[config.mk]
export PLATFORM = sky130hd
export DESIGN_NAME = drive_panel_start_stop_sequencer
export DESIGN_NICKNAME = d
export VERILOG_FILES = /design/src/core/seq_pkg.sv /design/src/core/deb_if.sv /design/src/core/drive_panel_start_stop_sequencer.sv /design/src/core/input_debounce.sv
export SDC_FILE = /design/constraint.sdc
export NUM_CORES = 1
export LEC_CHECK = 0
export BUFFER_PORTS_ARGS = -buffer_cell sky130_fd_sc_hd__buf_2
export CORE_UTILIZATION = 24
export CTS_BUF_LIST = sky130_fd_sc_hd__clkbuf_8
export DETAILED_ROUTE_END_ITERATION = 16
export PLACE_DENSITY = 0.44
export RECOVER_POWER = 50
export SYNTH_ARGS = -nofsm -noshare
export SYNTH_HDL_FRONTEND = slang
export SYNTH_SLANG_ARGS = --single-unit
[constraint.sdc]
create_clock -name CLK -period 7 [get_ports CLK]
set_input_delay 0.35 -clock CLK [delete_from_list [all_inputs] [get_ports CLK]]
set_output_delay 0.35 -clock CLK [all_outputs]
set_load 0.005 [all_outputs]
[src/core/seq_pkg.sv]
//********************************************************************
// operation constants
//********************************************************************
// Operation
// - run press with door closed locks door, starts
// - heads load only after spindle at speed
// - halt retracts heads, brakes, unlocks when stopped
// - start and stop sequences last about 20 s
// - run press clears standby if set
// - centre switch starts drive at power-up
// - write inhibit blocks writes after current write
// - read plus write together deselects heads
// - port switch drives port reservation lines
// - address plug gives nine drive designations
// - lamp test forces every indicator on
// - start lamp lit from start until stop begins
// - port lamps follow control unit lamp lines
// - ready lamp lit exactly while on line
// - fault lamp on abnormal stop or safety error
// - standby start needs conditions, pack, door, slot
// - write inhibit lamp follows switch
// - rotation only while door locked
// - door forced open triggers normal stop
// - run press: start, rotate, lock; ready later
// - halt darkens ready, start; unlock after stop
// - control unit standby acts as stop, lights standby
package seq_pkg;
	localparam int unsigned CLK_HZ       = 125_000_000;
	localparam int unsigned SEQ_TIME_S   = 20;
	localparam longint unsigned SEQ_CYC  = longint'(SEQ_TIME_S) * CLK_HZ;
	localparam int unsigned DEB_TIME_US  = 10_000;
	localparam longint unsigned DEB_CYC  = longint'(DEB_TIME_US) * (CLK_HZ / 1_000_000);
	localparam int unsigned NUM_IN       = 7;
	localparam logic [3:0]  ADDR_SERVICE = 4'h8;
	localparam logic [3:0]  ADDR_NONE    = 4'hF;

	typedef enum logic [2:0]
	{
		ST_STOPPED = 3'b000,
		ST_SPINUP  = 3'b001,
		ST_READY   = 3'b011,
		ST_SPINDN  = 3'b010,
		ST_ABORT   = 3'b110
	} seq_state_e;
endpackage : seq_pkg

[src/core/deb_if.sv]
`timescale 1ns/1ps
`default_nettype none
// raw and filtered panel inputs
interface deb_if #(parameter int W = 7);
	logic [W-1:0] raw;
	logic [W-1:0] clean;
	modport filt (input raw, output clean);
	modport user (output raw, input clean);
endinterface : deb_if
`default_nettype wire

[src/core/drive_panel_start_stop_sequencer.sv]
`timescale 1ns/1ps
`default_nettype none
module drive_panel_start_stop_sequencer
	import seq_pkg::*;
#(
	parameter int unsigned SEQ_CYCLES = 32'(SEQ_CYC),
	parameter int unsigned DEB_CYCLES = 32'(DEB_CYC)
)
(
	// clock, reset, enable
	input  wire logic       CLK,
	input  wire logic       RESETN,
	input  wire logic       CE,
	// panel switches
	input  wire logic       SW_RUN,
	input  wire logic       SW_HALT,
	input  wire logic       SW_WRITE_INHIBIT,
	input  wire logic       SW_PORT_A,
	input  wire logic       SW_PORT_B,
	input  wire logic       SW_LAMP_TEST,
	input  wire logic [3:0] ADDRESS_PLUG,
	// interlocks and drive sense
	input  wire logic       DOOR_CLOSED,
	input  wire logic       PACK_PRESENT,
	input  wire logic       POWER_OK,
	input  wire logic       OTHER_SPINUP,
	input  wire logic       SPEED_OK,
	input  wire logic       SPINDLE_STOPPED,
	input  wire logic       SEQ_FAULT,
	input  wire logic       RW_SAFETY_ERR,
	// drive control unit side
	input  wire logic       CMD_STANDBY,
	input  wire logic       CMD_READ,
	input  wire logic       CMD_WRITE,
	input  wire logic       WRITING,
	input  wire logic       PORT_A_LAMP,
	input  wire logic       PORT_B_LAMP,
	output logic            PORT_A_LOCKED,
	output logic            PORT_B_LOCKED,
	output logic [3:0]      DRIVE_ADDR,
	output logic            SPINNING_UP,
	// actuators
	output logic            DOOR_LOCK,
	output logic            SPINDLE_ON,
	output logic            HEADS_LOAD,
	output logic            HEADS_RETRACT,
	output logic            BRAKE_ON,
	output logic            WRITE_EN,
	output logic            READ_EN,
	output logic            HEAD_SELECT_EN,
	// indicators
	output logic            LAMP_START,
	output logic            LAMP_READY,
	output logic            LAMP_FAULT,
	output logic            LAMP_STANDBY,
	output logic            LAMP_WRITE_INHIBIT,
	output logic            LAMP_DOOR_LOCKED,
	output logic            LAMP_PORT,
	output logic            LAMP_PORT_A,
	output logic            LAMP_PORT_B
);
	//****************************************************************
	// input filtering
	//****************************************************************
	deb_if #(.W(NUM_IN)) dbus ();
	assign dbus.raw = {SW_RUN, SW_HALT, SW_WRITE_INHIBIT, SW_PORT_A, SW_PORT_B,
		SW_LAMP_TEST, DOOR_CLOSED};

	input_debounce #(.W(NUM_IN), .DEB_MAX(DEB_CYCLES)) u_deb
	(
		.clk   (CLK),
		.rst_n (RESETN),
		.ce    (CE),
		.bus   (dbus.filt)
	);

	logic run_s, halt_s, wi_s, pa_s, pb_s, lt_s, door_s;
	assign {run_s, halt_s, wi_s, pa_s, pb_s, lt_s, door_s} = dbus.clean;

	//****************************************************************
	// sequence state
	//****************************************************************
	seq_state_e  state_reg, state_next;
	logic [31:0] tmr_reg, tmr_next;
	logic        run_d_reg, run_d_next;
	logic        pwr_go_reg, pwr_go_next;
	logic        stby_reg, stby_next;
	logic        abn_reg, abn_next;
	logic        wi_act_reg, wi_act_next;
	logic        run_press, start_ok, stop_req, tmr_done;

	assign run_press = run_s && !run_d_reg;
	assign start_ok  = door_s && PACK_PRESENT && POWER_OK && !OTHER_SPINUP && !halt_s;
	assign stop_req  = halt_s || CMD_STANDBY || !door_s;
	assign tmr_done  = (tmr_reg >= SEQ_CYCLES - 1);

	// next state of the sequencer
	always_comb
	begin
		state_next  = state_reg;
		tmr_next    = tmr_reg;
		run_d_next  = run_s;
		pwr_go_next = pwr_go_reg && tmr_reg == '0 && !run_d_reg && state_reg == ST_STOPPED
			&& !start_ok && !halt_s && !stby_reg;
		stby_next   = stby_reg;
		abn_next    = abn_reg;
		if (CMD_STANDBY)
			stby_next = 1'b1;
		unique case (state_reg)
			ST_STOPPED:
			begin
				tmr_next = '0;
				if ((run_press || pwr_go_reg) && start_ok)
				begin
					state_next = ST_SPINUP;
					stby_next  = CMD_STANDBY; // a new standby command wins
					abn_next   = 1'b0;
				end
			end
			ST_SPINUP:
			begin
				tmr_next = tmr_reg + 32'h1;
				if (stop_req)
				begin
					state_next = ST_SPINDN;
					tmr_next   = '0;
				end
				else if (SEQ_FAULT || (tmr_done && !SPEED_OK))
				begin
					state_next = ST_ABORT;
					abn_next   = 1'b1;
					tmr_next   = '0;
				end
				else if (tmr_done && SPEED_OK)
					state_next = ST_READY;
			end
			ST_READY:
			begin
				tmr_next = '0;
				if (stop_req)
					state_next = ST_SPINDN;
				else if (SEQ_FAULT)
				begin
					state_next = ST_ABORT;
					abn_next   = 1'b1;
				end
			end
			ST_SPINDN, ST_ABORT:
			begin
				if (!tmr_done)
					tmr_next = tmr_reg + 32'h1;
				if (tmr_done && SPINDLE_STOPPED)
					state_next = ST_STOPPED;
			end
			default:
				state_next = ST_STOPPED;
		endcase
	end

	// sequencer registers; power-on start request set while reset is held
	always_ff @(posedge CLK)
	begin
		if (!RESETN)
		begin
			state_reg  <= ST_STOPPED;
			tmr_reg    <= '0;
			run_d_reg  <= 1'b0;
			pwr_go_reg <= 1'b1;
			stby_reg   <= 1'b0;
			abn_reg    <= 1'b0;
		end
		else if (CE)
		begin
			state_reg  <= state_next;
			tmr_reg    <= tmr_next;
			run_d_reg  <= run_d_next;
			pwr_go_reg <= pwr_go_next;
			stby_reg   <= stby_next;
			abn_reg    <= abn_next;
		end
	end

	//****************************************************************
	// write inhibit, waits for the current write
	//****************************************************************
	always_comb
	begin
		wi_act_next = wi_act_reg;
		if (!wi_s)
			wi_act_next = 1'b0;
		else if (!WRITING)
			wi_act_next = 1'b1;
	end

	always_ff @(posedge CLK)
	begin
		if (!RESETN)
			wi_act_reg <= 1'b0;
		else if (CE)
			wi_act_reg <= wi_act_next;
	end

	//****************************************************************
	// registered outputs
	//****************************************************************
	logic        spin, ready, both_rw, rotating;
	assign ready    = (state_next == ST_READY);
	assign rotating = (state_next == ST_SPINUP) || ready;
	assign spin     = rotating && door_s;
	assign both_rw  = CMD_READ && CMD_WRITE;

	always_ff @(posedge CLK)
	begin
		if (!RESETN)
		begin
			{PORT_A_LOCKED, PORT_B_LOCKED, SPINNING_UP, DOOR_LOCK, SPINDLE_ON} <= '0;
			{HEADS_LOAD, HEADS_RETRACT, BRAKE_ON, WRITE_EN, READ_EN} <= '0;
			HEAD_SELECT_EN <= 1'b0;
			DRIVE_ADDR     <= ADDR_NONE;
			{LAMP_START, LAMP_READY, LAMP_FAULT, LAMP_STANDBY} <= '0;
			{LAMP_WRITE_INHIBIT, LAMP_DOOR_LOCKED, LAMP_PORT, LAMP_PORT_A, LAMP_PORT_B} <= '0;
		end
		else if (CE)
		begin
			PORT_A_LOCKED  <= pa_s && !pb_s;
			PORT_B_LOCKED  <= pb_s && !pa_s;
			DRIVE_ADDR     <= (ADDRESS_PLUG <= ADDR_SERVICE) ? ADDRESS_PLUG : ADDR_NONE;
			SPINNING_UP    <= (state_next == ST_SPINUP);
			DOOR_LOCK      <= (state_next != ST_STOPPED) && door_s;
			SPINDLE_ON     <= spin;
			HEADS_LOAD     <= ready && SPEED_OK;
			HEADS_RETRACT  <= !ready;
			BRAKE_ON       <= (state_next == ST_SPINDN) || (state_next == ST_ABORT);
			WRITE_EN       <= ready && CMD_WRITE && !both_rw && !wi_act_next;
			READ_EN        <= ready && CMD_READ && !both_rw;
			HEAD_SELECT_EN <= ready && !both_rw;
			LAMP_START     <= lt_s || rotating;
			LAMP_READY     <= lt_s || ready;
			LAMP_FAULT     <= lt_s || abn_next || RW_SAFETY_ERR;
			LAMP_STANDBY   <= lt_s || stby_next;
			LAMP_WRITE_INHIBIT <= lt_s || wi_s;
			LAMP_DOOR_LOCKED   <= lt_s || ((state_next != ST_STOPPED) && door_s);
			LAMP_PORT      <= lt_s || PORT_A_LAMP || PORT_B_LAMP;
			LAMP_PORT_A    <= lt_s || PORT_A_LAMP;
			LAMP_PORT_B    <= lt_s || PORT_B_LAMP;
		end
	end
endmodule : drive_panel_start_stop_sequencer
`default_nettype wire

[src/core/input_debounce.sv]
`timescale 1ns/1ps
`default_nettype none
module input_debounce
	import seq_pkg::*;
#(
	parameter int          W       = NUM_IN,
	parameter int unsigned DEB_MAX = 32'(DEB_CYC)
)
(
	input wire logic clk,
	input wire logic rst_n,
	input wire logic ce,
	deb_if.filt      bus
);
	logic [W-1:0] s1_reg, s2_reg, s1_next, s2_next;

	//************************************************************
	// two-stage synchroniser
	//************************************************************
	always_comb
	begin
		s1_next = bus.raw;
		s2_next = s1_reg;
	end

	always_ff @(posedge clk)
	begin
		if (!rst_n)
		begin
			s1_reg <= '0;
			s2_reg <= '0;
		end
		else if (ce)
		begin
			s1_reg <= s1_next;
			s2_reg <= s2_next;
		end
	end

	// per-bit stable-time filter
	genvar g;
	generate
		for (g = 0; g < W; g++)
		begin : g_bit
			logic [31:0] cnt_reg, cnt_next;
			logic        out_reg, out_next;
			always_comb
			begin
				cnt_next = '0;
				out_next = out_reg;
				if (s2_reg[g] != out_reg)
				begin
					cnt_next = cnt_reg + 32'h1;
					if (cnt_reg >= DEB_MAX - 1)
					begin
						out_next = s2_reg[g];
						cnt_next = '0;
					end
				end
			end
			always_ff @(posedge clk)
			begin
				if (!rst_n)
				begin
					cnt_reg <= '0;
					out_reg <= 1'b0;
				end
				else if (ce)
				begin
					cnt_reg <= cnt_next;
					out_reg <= out_next;
				end
			end
			assign bus.clean[g] = out_reg;
		end
	endgenerate
endmodule : input_debounce
`default_nettype wire

==> results of run 1 <==
## worst paths after layout
kind                           endpoint  slack [ps]
max           u_deb.g_bit[2].cnt_reg[9]        2070
min                          HEADS_LOAD          50
max reg2reg   u_deb.g_bit[3].cnt_reg[2]        3530
min reg2reg  u_deb.g_bit[1].cnt_reg[29]         440
## layout by cell type (no fill, tap or decap), drive strengths merged, types with 16 or more instances in the layout
cell,count
nor4,40
o21ai,170
dlygate4sd3,16
a21oi,46
nand4,34
a21boi,29
inv,36
dfxtp,309
buf,48
nor3,36
nand2,197
and3,42
mux2i,18
clkbuf,90
nor2b,44
xnor2,21
or3,18
xor2,36
nand3,90
and2,84
nor2,96
o31ai,34
## worst max-delay path, delay by kind of cell
family | cells | cell delay (ps)
AOI/OAI and AO/OA | 2 | 300
buffers and inverters | 4 | 3250
and+or+nand+nor | 1 | 1440
## power by group
| group | leakage, uW | internal [uW] | switching, uW |
|---|---|---|---|
| Combinational | 0.00262 | 47.6 | 92.1 |
| Sequential | 0.00249 | 1770 | 8.83 |
| Clock | 0.000671 | 990 | 789 |
| Total | 0.00578 | 2810 | 890 |
## final cells by class
cell class | count | area [um2]
inverter | 23 | 86.3
clock inverter | 28 | 153
tap | 756 | 946
fill | 6024 | 40600
timing repair buffer | 79 | 487
clock buffer | 75 | 1030
multi-input combinational | 1228 | 7260
antenna | 1 | 2.50
sequential | 309 | 6190
## per-stage QoR
step | utilization (%) | worst slack, ps | total power (uW) | area [um2]
after floorplan | - | 4540 | 1900 | 13900
after global routing | 28.5 | 1650 | 3880 | 16100
final | 28.5 | 2070 | 3700 | 16100
after detailed placement | 26.2 | 3530 | 1950 | 14900
after global placement | 26.2 | 3520 | 1950 | 14900
after CTS | 28.6 | 3520 | 3780 | 16200
## layer usage
| layer | track usage [%] | routed length [um] |
|---|---|---|
| met5 | 0 | 13 |
| met1 | 16.7 | 18300 |
| met2 | 18.1 | 14800 |
| met3 | 2.91 | 1470 |
| met4 | 3.83 | 793 |
## logic make-up after synthesis
group | after synthesis | synth area share (%)
XOR/XNOR | 57 | 3.60
multiplexers | 19 | 1.38
flip-flops | 309 | 44.6
AO/OA/AOI/OAI | 404 | 19.1
AND/OR/NAND/NOR | 739 | 27.7
adder cells (fa/ha/maj) | 9 | 0.813
buffers and inverters | 97 | 2.76
## repair_timing
item / in CTS / in global routing
hold buffers: 16 / 0
resized for setup: 0 / 0
hold endpoints to repair: 16 / 0
==> results.md, run 1 <==
* Top-level port count at between 50 and 60
* Max FFs per register at around 220
* Post-Syn Instances at 1634
* Antenna violations before repair at 2
* Hold_sp: SPEED_OK
* Critical Path Max Stage Delay at between 1000 and 1500 ps
* Synth top cells by count: 309 x dfxtp_1, 197 x nand2_1, 136 x o21ai_0
* Postcts setup bufs at 0
* Starting density of the core at about a quarter
* Post-synth EDFFs at 0
* Largest net degree at the start of global routing at 80
* Wire length per cell at 14.2 um
* Nets at 1733
* Fin crit period at 4930 ps
* DIE AREA at ~59000 um2
* Worst Setup SP: CE
* Area delta synth->final at 16.6%
* Clk slew on worst S/H paths at about 60 ps
* Failing checks: capacitance limit, slew limit
* Root buffer cell: clkbuf_8
* Gr usage total at 12.0%
* Status: finished, violations left
* Placed Cells at ~2400
* Post-DRT Antenna Nets at 0
* Num CTS Buffers at 56
* Clk_skew at 20.6 ps
* DR iter-0 viols at approximately 660
* First-pass GRT wire length at 58.9 mm
* Main synth FF type: dfxtp_1
* Drt drc at 0
* DRT Wirelength at between 30 and 40 mm
* Avg Cell Area, Syn at about 8.5 um2
* Final setup vio count at 0
* Critical path arrival at 5480 ps
* Worst reg2reg startpoint: u_deb.g_bit[3].cnt_reg[0]
* Crit Path Category: input pin to flop
* Syn Nets at 1670
* Cell area after synthesis at 13900 um2
* Max-cap viol count at 4
* Maximum buffer depth of the clock tree at 3
* H-tree depth at 2
* Total clock sinks at 309
* Max-slew headroom at -72.6%
* Setup crit start kind: input pin
* Crit Path Max Fanout at 79
* RSZ-0062 raised after global routing: false
* Upper clock frequency limit at 0.203 GHz
* Critical Path Sink Type: flop
* DP HPWL at 22.7 mm
* Worst slew pin tran at 2590 ps
* Crit share post-route at 70.4%
* Pwr Density at 229 nW/um2
* R2R depth at 8
* Seq/Total Area, Yosys at 44.6%
* Worst hold path stage count at 2
* CP Cell Sequence: buf_4 > clkbuf_1 > nor2_1 > clkbuf_1 > buf_4 > o21ai_0 > o31ai_1
* Most frequent cell after synthesis: dfxtp_1
* Slowest-stage cell, CP: nor2_1
* Pins Over Slew Limit at 175
* Synth top area cells: dfxtp_1 45%, nand2_1 5.3%, o21ai_0 4.9%, and2_1 3.8%, nand3_1 3.3%
* CP Data Required Time at 7550 ps
* IO Port Bufs at 50
* Die Ht at 242 um
* CTS tree: done
* Die span in x at 242 um
* Hold Violations, Final at 0
* Asr flop ratio synth at 0%
* Core Region at 56700 um2
* Total grt overflow at 0
* Final TNS setup at 0 ps
* Yosys top cell area share at 44.6%
* YS warnings at 0
* Max IR drop VDD at 127 uV
* Vias in the first global route at 11176
* Leak pwr at 0.00578 uW
* Hold WC Path Type: input pin to flop
* Area leader, netlist: dfxtp_1
* Yosys cell types at 76
* Via density per instance at 4.71
* #FFs+latches synth at 309
* Share of post-route cells with drive strength above 1 at 8.73%
* Hold WS at 54.5 ps
* Number of cell rows at 87
* Non-Filler Instances at 2499
* Gpl congestion at 0.741
* Drt first pass iters at 5
* Via count at ~12000
* Worst skew pair latency at 640 ps
No activity file was read; power rests on OpenSTA's default activity.
==> inputs of run 2 (changes only) <==
Settings changed: PLACE_DENSITY 0.44 to 0.45.
Clock period 7 ns to 4 ns, I/O delays scaled along.
==> results.md, run 2 (same netlist as run 1, synthesis figures left out) <==
* Worst skew pair latency at 640 ps
* Upper clock frequency limit at ~0.30 GHz
* Hold_sp: RESETN
* DP HPWL at approximately 23 mm
* IO Port Bufs at 50
* DR iter-0 viols at 629
* Final worst setup slack at around 610 ps
* Critical path arrival at 3910 ps
* Starting density of the core at 24.4%
* Die span in x at 242 um
* Max-slew headroom at -37.2%
* Power, Total at 6440 uW
* Worst hold path stage count at 3
* R2R depth at 9
* Final setup vio count at 0
* Root buffer cell: clkbuf_8
* Area delta synth->final at 17.6%
* Crit share post-route at 84.7%
* Crit Path Max Fanout at 35
* Pwr Density at roughly 400 nW/um2
* Via density per instance at 4.77
* Top-level port count at 51
* Core Region at 56700 um2
* Max FFs per register at 224
* Place WS at 965 ps
* Total clock sinks at 309
* DRT Wirelength at 35.3 mm
* Fin crit period at 3390 ps
* Gpl congestion at approximately 0.77
* # fillers at 6033
* Vias in the first global route at 11465
* DIE AREA at 58700 um2
* Failing checks: capacitance limit, slew limit
* Number of cell rows at 87
* Setup crit start kind: input pin
* Crit Path Category: input pin to flop
* Final TNS setup at 0 ps
* Reg-to-reg endpoint: u_deb.g_bit[4].cnt_reg[8]
* Die Ht at roughly 240 um
* Clk slew on worst S/H paths at 60 ps
* Share of post-route cells with drive strength above 1 at 8.66%
* Total grt overflow at 0
* Critical Path Sink Type: flop
* Gr usage total at between 10% and 20%
* Worst reg2reg startpoint: u_deb.g_bit[4].cnt_reg[0]
* Max IR drop VDD at 218 uV
* First-pass GRT wire length at about 59 mm
* CTS tree: done
* Final instance area at 16300 um2
* Max-cap viol count at 2
* H-tree depth at 2
* RSZ-0062 raised after global routing: false
* Leak pwr at just under 0.006 uW
* Maximum buffer depth of the clock tree at 3
* Antenna violations before repair at 2
* Post-DRT Antenna Nets at 0
* Placed Area at about 15000 um2
* Pins Over Slew Limit at 56
* Num CTS Buffers at between 50 and 60
* Status: finished, violations left
* Drt drc at 0
* Nets at between 1500 and 2000
* Most frequent cells in the layout: 309 x dfxtp_1, 197 x nand2_1, 136 x o21ai_0
* CP Data Required Time at 4530 ps
* Largest net degree at the start of global routing at 58
* Clk_skew at 21.5 ps
* WHS Endpoint: u_deb.g_bit[4].cnt_reg[19]
* Most common cell after layout, fill and taps aside: dfxtp_1
* Hold Violations, Final at 0
* Wire length per cell at around 14 um
* Worst slew pin tran at between 2000 and 2500 ps
* Hold WC Path Type: input pin to flop
* Post-CTS Resized at 0
* R2R Setup Slk at 710 ps
* Drt first pass iters at 5
* Via count at 11979
-- run 2: changes by cell type in the layout (fill, tap and decap cells not counted), sizes merged --
cell	delta
clkinv	-8
clkbuf	+10
dlygate4sd3	+7
clkinvlp	-1
bufinv	-1
diode	+1
inv	+5
buf	+1
-- run 2: critical path: stages --
cell and delay [ps]:
buf_4 260, clkbuf_1 680, nor2_1 1780, clkbuf_2 680, o21ai_0 200, o31ai_1 100
-- run 2: worst max path at each step --
stage / startpoint / to / slack (ps) / cells after the start
floorplan: u_deb.g_bit[4].cnt_reg[0] / u_deb.g_bit[4].cnt_reg[18] / 1540 / 9
global route: CE / u_deb.g_bit[1].cnt_reg[6] / 240 / 6
global placement: u_deb.g_bit[3].cnt_reg[0] / u_deb.g_bit[3].cnt_reg[5] / 1070 / 8
CTS: u_deb.g_bit[5].cnt_reg[0] / u_deb.g_bit[5].cnt_reg[8] / 950 / 9
finish: CE / u_deb.g_bit[1].cnt_reg[9] / 610 / 6
detailed placement: u_deb.g_bit[5].cnt_reg[0] / u_deb.g_bit[5].cnt_reg[8] / 970 / 9
-- run 2: power by group --
part	total (uW)	internal, uW	leakage [uW]	switching [uW]
registers	3120	3100	0.00249	15.0
clock network	3070	1730	0.000681	1340
logic	257	91.5	0.00268	165
-- run 2: metrics by stage --
stage,hold WS [ps],util (%),instances
2_1_floorplan,329,-,1634
4_1_cts,19.9,28.8,2511
3_5_place_dp,431,26.3,2386
6_report,26.7,28.7,2513
3_3_place_gp,424,26.3,2386
5_1_grt,23.5,28.7,2512
-- run 2: cell type report --
cell class / count / area [um2] / share of cell area, %
Antenna cell: 2 / 5.00 / 0.0307
Clock buffer: 79 / 1090 / 6.67
Clock inverter: 23 / 93.8 / 0.576
Inverter: 23 / 86.3 / 0.530
Multi-Input combinational cell: 1228 / 7290 / 44.7
Sequential cell: 309 / 6190 / 38.0
Tap cell: 756 / 946 / 5.80
Timing Repair Buffer: 93 / 608 / 3.73
-- run 2: metal layers --
layer	track usage, %	part of all wire, %
met5	0	0
met4	4.39	2.5
met3	3.00	4.6
met2	18.0	42
met1	16.4	51
-- run 2: timing repair --
action                                  in CTS  in global routing
hold buffers                                23                  0
endpoints found under the setup margin       0                  0
setup buffers                                0                  0
hold endpoints to repair                    23                  0
==> inputs of run 3 (changes only) <==
Settings changed: ABC_AREA from default to 1, PLACE_DENSITY 0.45 to 0.44.
Clock period 4 ns to 3.4 ns, I/O delays scaled along.
==> results.md, run 3 <==
* Status: finished, violations left
* Failing checks: capacitance limit, slew limit
* Crit share post-route at 74.8%
* CP Cell Sequence: clkbuf_1 > inv_6 > buf_4 > a21oi_1 > dlygate4sd3_1
* RSZ-0062 raised after global routing: false
* Gr usage total at around 13%
* Area leader, netlist: dfxtp_1
* Area delta synth->final at 16.4%
* YS warnings at 0
* Final TNS setup at 0 ps
* H-tree depth at 2
* CP Data Required Time at 3970 ps
* Seq/Total Area, Yosys at 40.7%
* Drt first pass iters at 5
* Placed Area at 16200 um2
* Num CTS Buffers at 60
* Final setup vio count at 0
* Post-DRT Antenna Nets at 0
* Maximum buffer depth of the clock tree at 3
* Top-level port count at 51
* Post-Syn Instances at approximately 2200
* Most frequent cells in the layout: 407 x nand2_1, 324 x nor2_1, 309 x dfxtp_1
* Core Region at 62200 um2
* Met2 routed WL at 17.4 mm
* Hold WC Path Type: input pin to flop
* # fillers at 6901
* Hold Violations, Final at 0
* Number of cell rows at 91
* DIE AREA at around 64000 um2
* Largest net degree at the start of global routing at 74
* Most common cell after layout, fill and taps aside: nand2_1
* Via count at approximately 14000
* Root buffer cell: clkbuf_8
* R2R depth at 14
* IO Port Bufs at 50
* Slowest-stage cell, CP: clkbuf_1
* First-pass GRT wire length at 66.5 mm
* Crit Path Max Fanout at 73
* Gpl congestion at 0.808
* Cell area after synthesis at about 15000 um2
* Area of the multi-input gates at 7730 um2
* CTS tree: done
* Antenna violations before repair at 1
* Hold_sp: SPINDLE_STOPPED
* Critical path arrival at roughly 3100 ps
* Die Ht at 254 um
* Pwr Density at 439 nW/um2
* Worst hold path stage count at 6
* Sequential cell area at between 6000 and 7000 um2
* Starting density of the core at 24.5%
* R2R Setup Slk at 1040 ps
* Max-cap viol count at 2
* Crit Path Category: input pin to flop
* Largest delay share family, worst path: buffers and inverters
* Nets at 2273
* Reg-to-reg endpoint: LAMP_READY
* Pins Over Slew Limit at 60
* Share of post-route cells with drive strength above 1 at 9.15%
* Top sig layer: met4
* WHS Endpoint: state_reg[1]
* Post-synth EDFFs at 0
* Synth top cells by count: 407 x nand2_1, 324 x nor2_1, 309 x dfxtp_1
* Wire length per cell at 12.7 um
* Worst skew pair latency at 650 ps
* Main synth FF type: dfxtp_1
* Avg Cell Area, Syn at 7.01 um2
* #FFs+latches synth at 309
* Crit. path cell count at 5
* Max FFs per register at 224
* Drt drc at 0
* Yosys top cell area share at 40.7%
* Leak pwr at 0.00631 uW
* Most frequent cell after synthesis: nand2_1
* Yosys cell types at 56
* DP HPWL at 26.5 mm
* Fin crit period at between 2000 and 3000 ps
* Max IR drop VDD at roughly 230 uV
* Max-slew headroom at -11.1%
* Clk_skew at a little under 30 ps
* Asr flop ratio synth at 0%
* Synth top area cells: dfxtp_1 41%, nand2_1 10%, nor2_1 8.0%, inv_1 5.8%, a21oi_1 5.2%
* Die span in x at 254 um
* Worst reg2reg startpoint: u_deb.g_bit[0].out_reg
* Met1 WL at 19.8 mm
* Critical Path Max Stage Delay at approximately 1200 ps
* Critical Path Sink Type: flop
* Vias in the first global route at 13310
* Setup crit start kind: input pin
* Worst slew pin tran at 1670 ps
* Power, Total at 7770 uW
* DRT Wirelength at 39.6 mm
* Via density per instance at 4.42
* CP bufs+invs at 4
* DR iter-0 viols at 770
* Total clock sinks at ~300
* Clk slew on worst S/H paths at 60 ps
* Final instance area at 17700 um2
* Met3 WL at 1.49 mm
* Total grt overflow at 0
* Upper clock frequency limit at 0.393 GHz
* Syn Nets at 2206
run 3: cell count changes after synthesis, moves of 64 or more:
cell     before  now
nor2_1       95  324
inv_1        22  236
nand2_1     197  407
a21oi_1      46  158
and2_1       84    2
o21ai_0     136   71
nor3_1       36  100
run 3: metal layers:
layer	track usage, %	vias to the layer above
met5	0	-
met4	4.23	0
met3	2.40	56
met2	20.2	190
met1	16.6	6344
li1	-	7190
run 3: worst min-delay path, delay by kind of cell:
kind            cells  cell delay [ps]
compound gates      1               60
simple gates        4              380
buf+inv             1              110
run 3: stage by stage:
step | utilization (%) | hold slack, ps | setup WS (ps) | instances
after floorplan | - | 296 | 1560 | 2170
after global placement | 26.1 | 408 | 942 | 2985
after detailed placement | 26.1 | 410 | 952 | 2985
after CTS | 28.6 | 25.5 | 928 | 3120
after global routing | 28.5 | 138 | 659 | 3121
final | 28.5 | 139 | 856 | 3121
run 3: final cells by class:
class	count	share of cell area, %
clock inverter	29	0.848
clock buffer	79	6.14
multi-input combinational	1532	43.7
antenna	1	0.0141
timing repair buffer	91	3.28
tap	837	5.91
inverter	243	5.22
sequential	309	34.9
run 3: logic make-up (layout without fill, tap and decap cells):
group                    Yosys count  after routing  synth area share, %
buffers and inverters            329            442                 8.52
AND/OR/NAND/NOR                 1126           1126                 33.3
XOR/XNOR                         104            104                 5.99
AO/OA/AOI/OAI                    292            292                 10.8
other                              0              1                    0
adder cells (fa/ha/maj)            9              9                0.740
multiplexers                       1              1               0.0658
flip-flops                       309            309                 40.7
run 3: worst max path at each step:
stage,from,to
after floorplan,tmr_reg[0],tmr_reg[18]
after CTS,u_deb.g_bit[0].out_reg,LAMP_READY
after global routing,RESETN,u_deb.g_bit[5].cnt_reg[30]
after detailed placement,u_deb.g_bit[0].out_reg,LAMP_READY
final,RESETN,LAMP_PORT
after global placement,u_deb.g_bit[0].out_reg,LAMP_READY
run 3: where the power goes:
group	total, uW	switching, uW	leakage, uW	internal (uW)
sequential	3680	22.3	0.00250	3650
combinational	319	232	0.00310	86.6
clock	3780	1650	0.000711	2130
total	7770	1900	0.00631	5870
run 3: what timing repair did:
action | CTS | global route
hold buffers | 27 | 0
setup buffers | 0 | 0
hold endpoints to repair | 36 | 0
gates resized for setup | 0 | 0
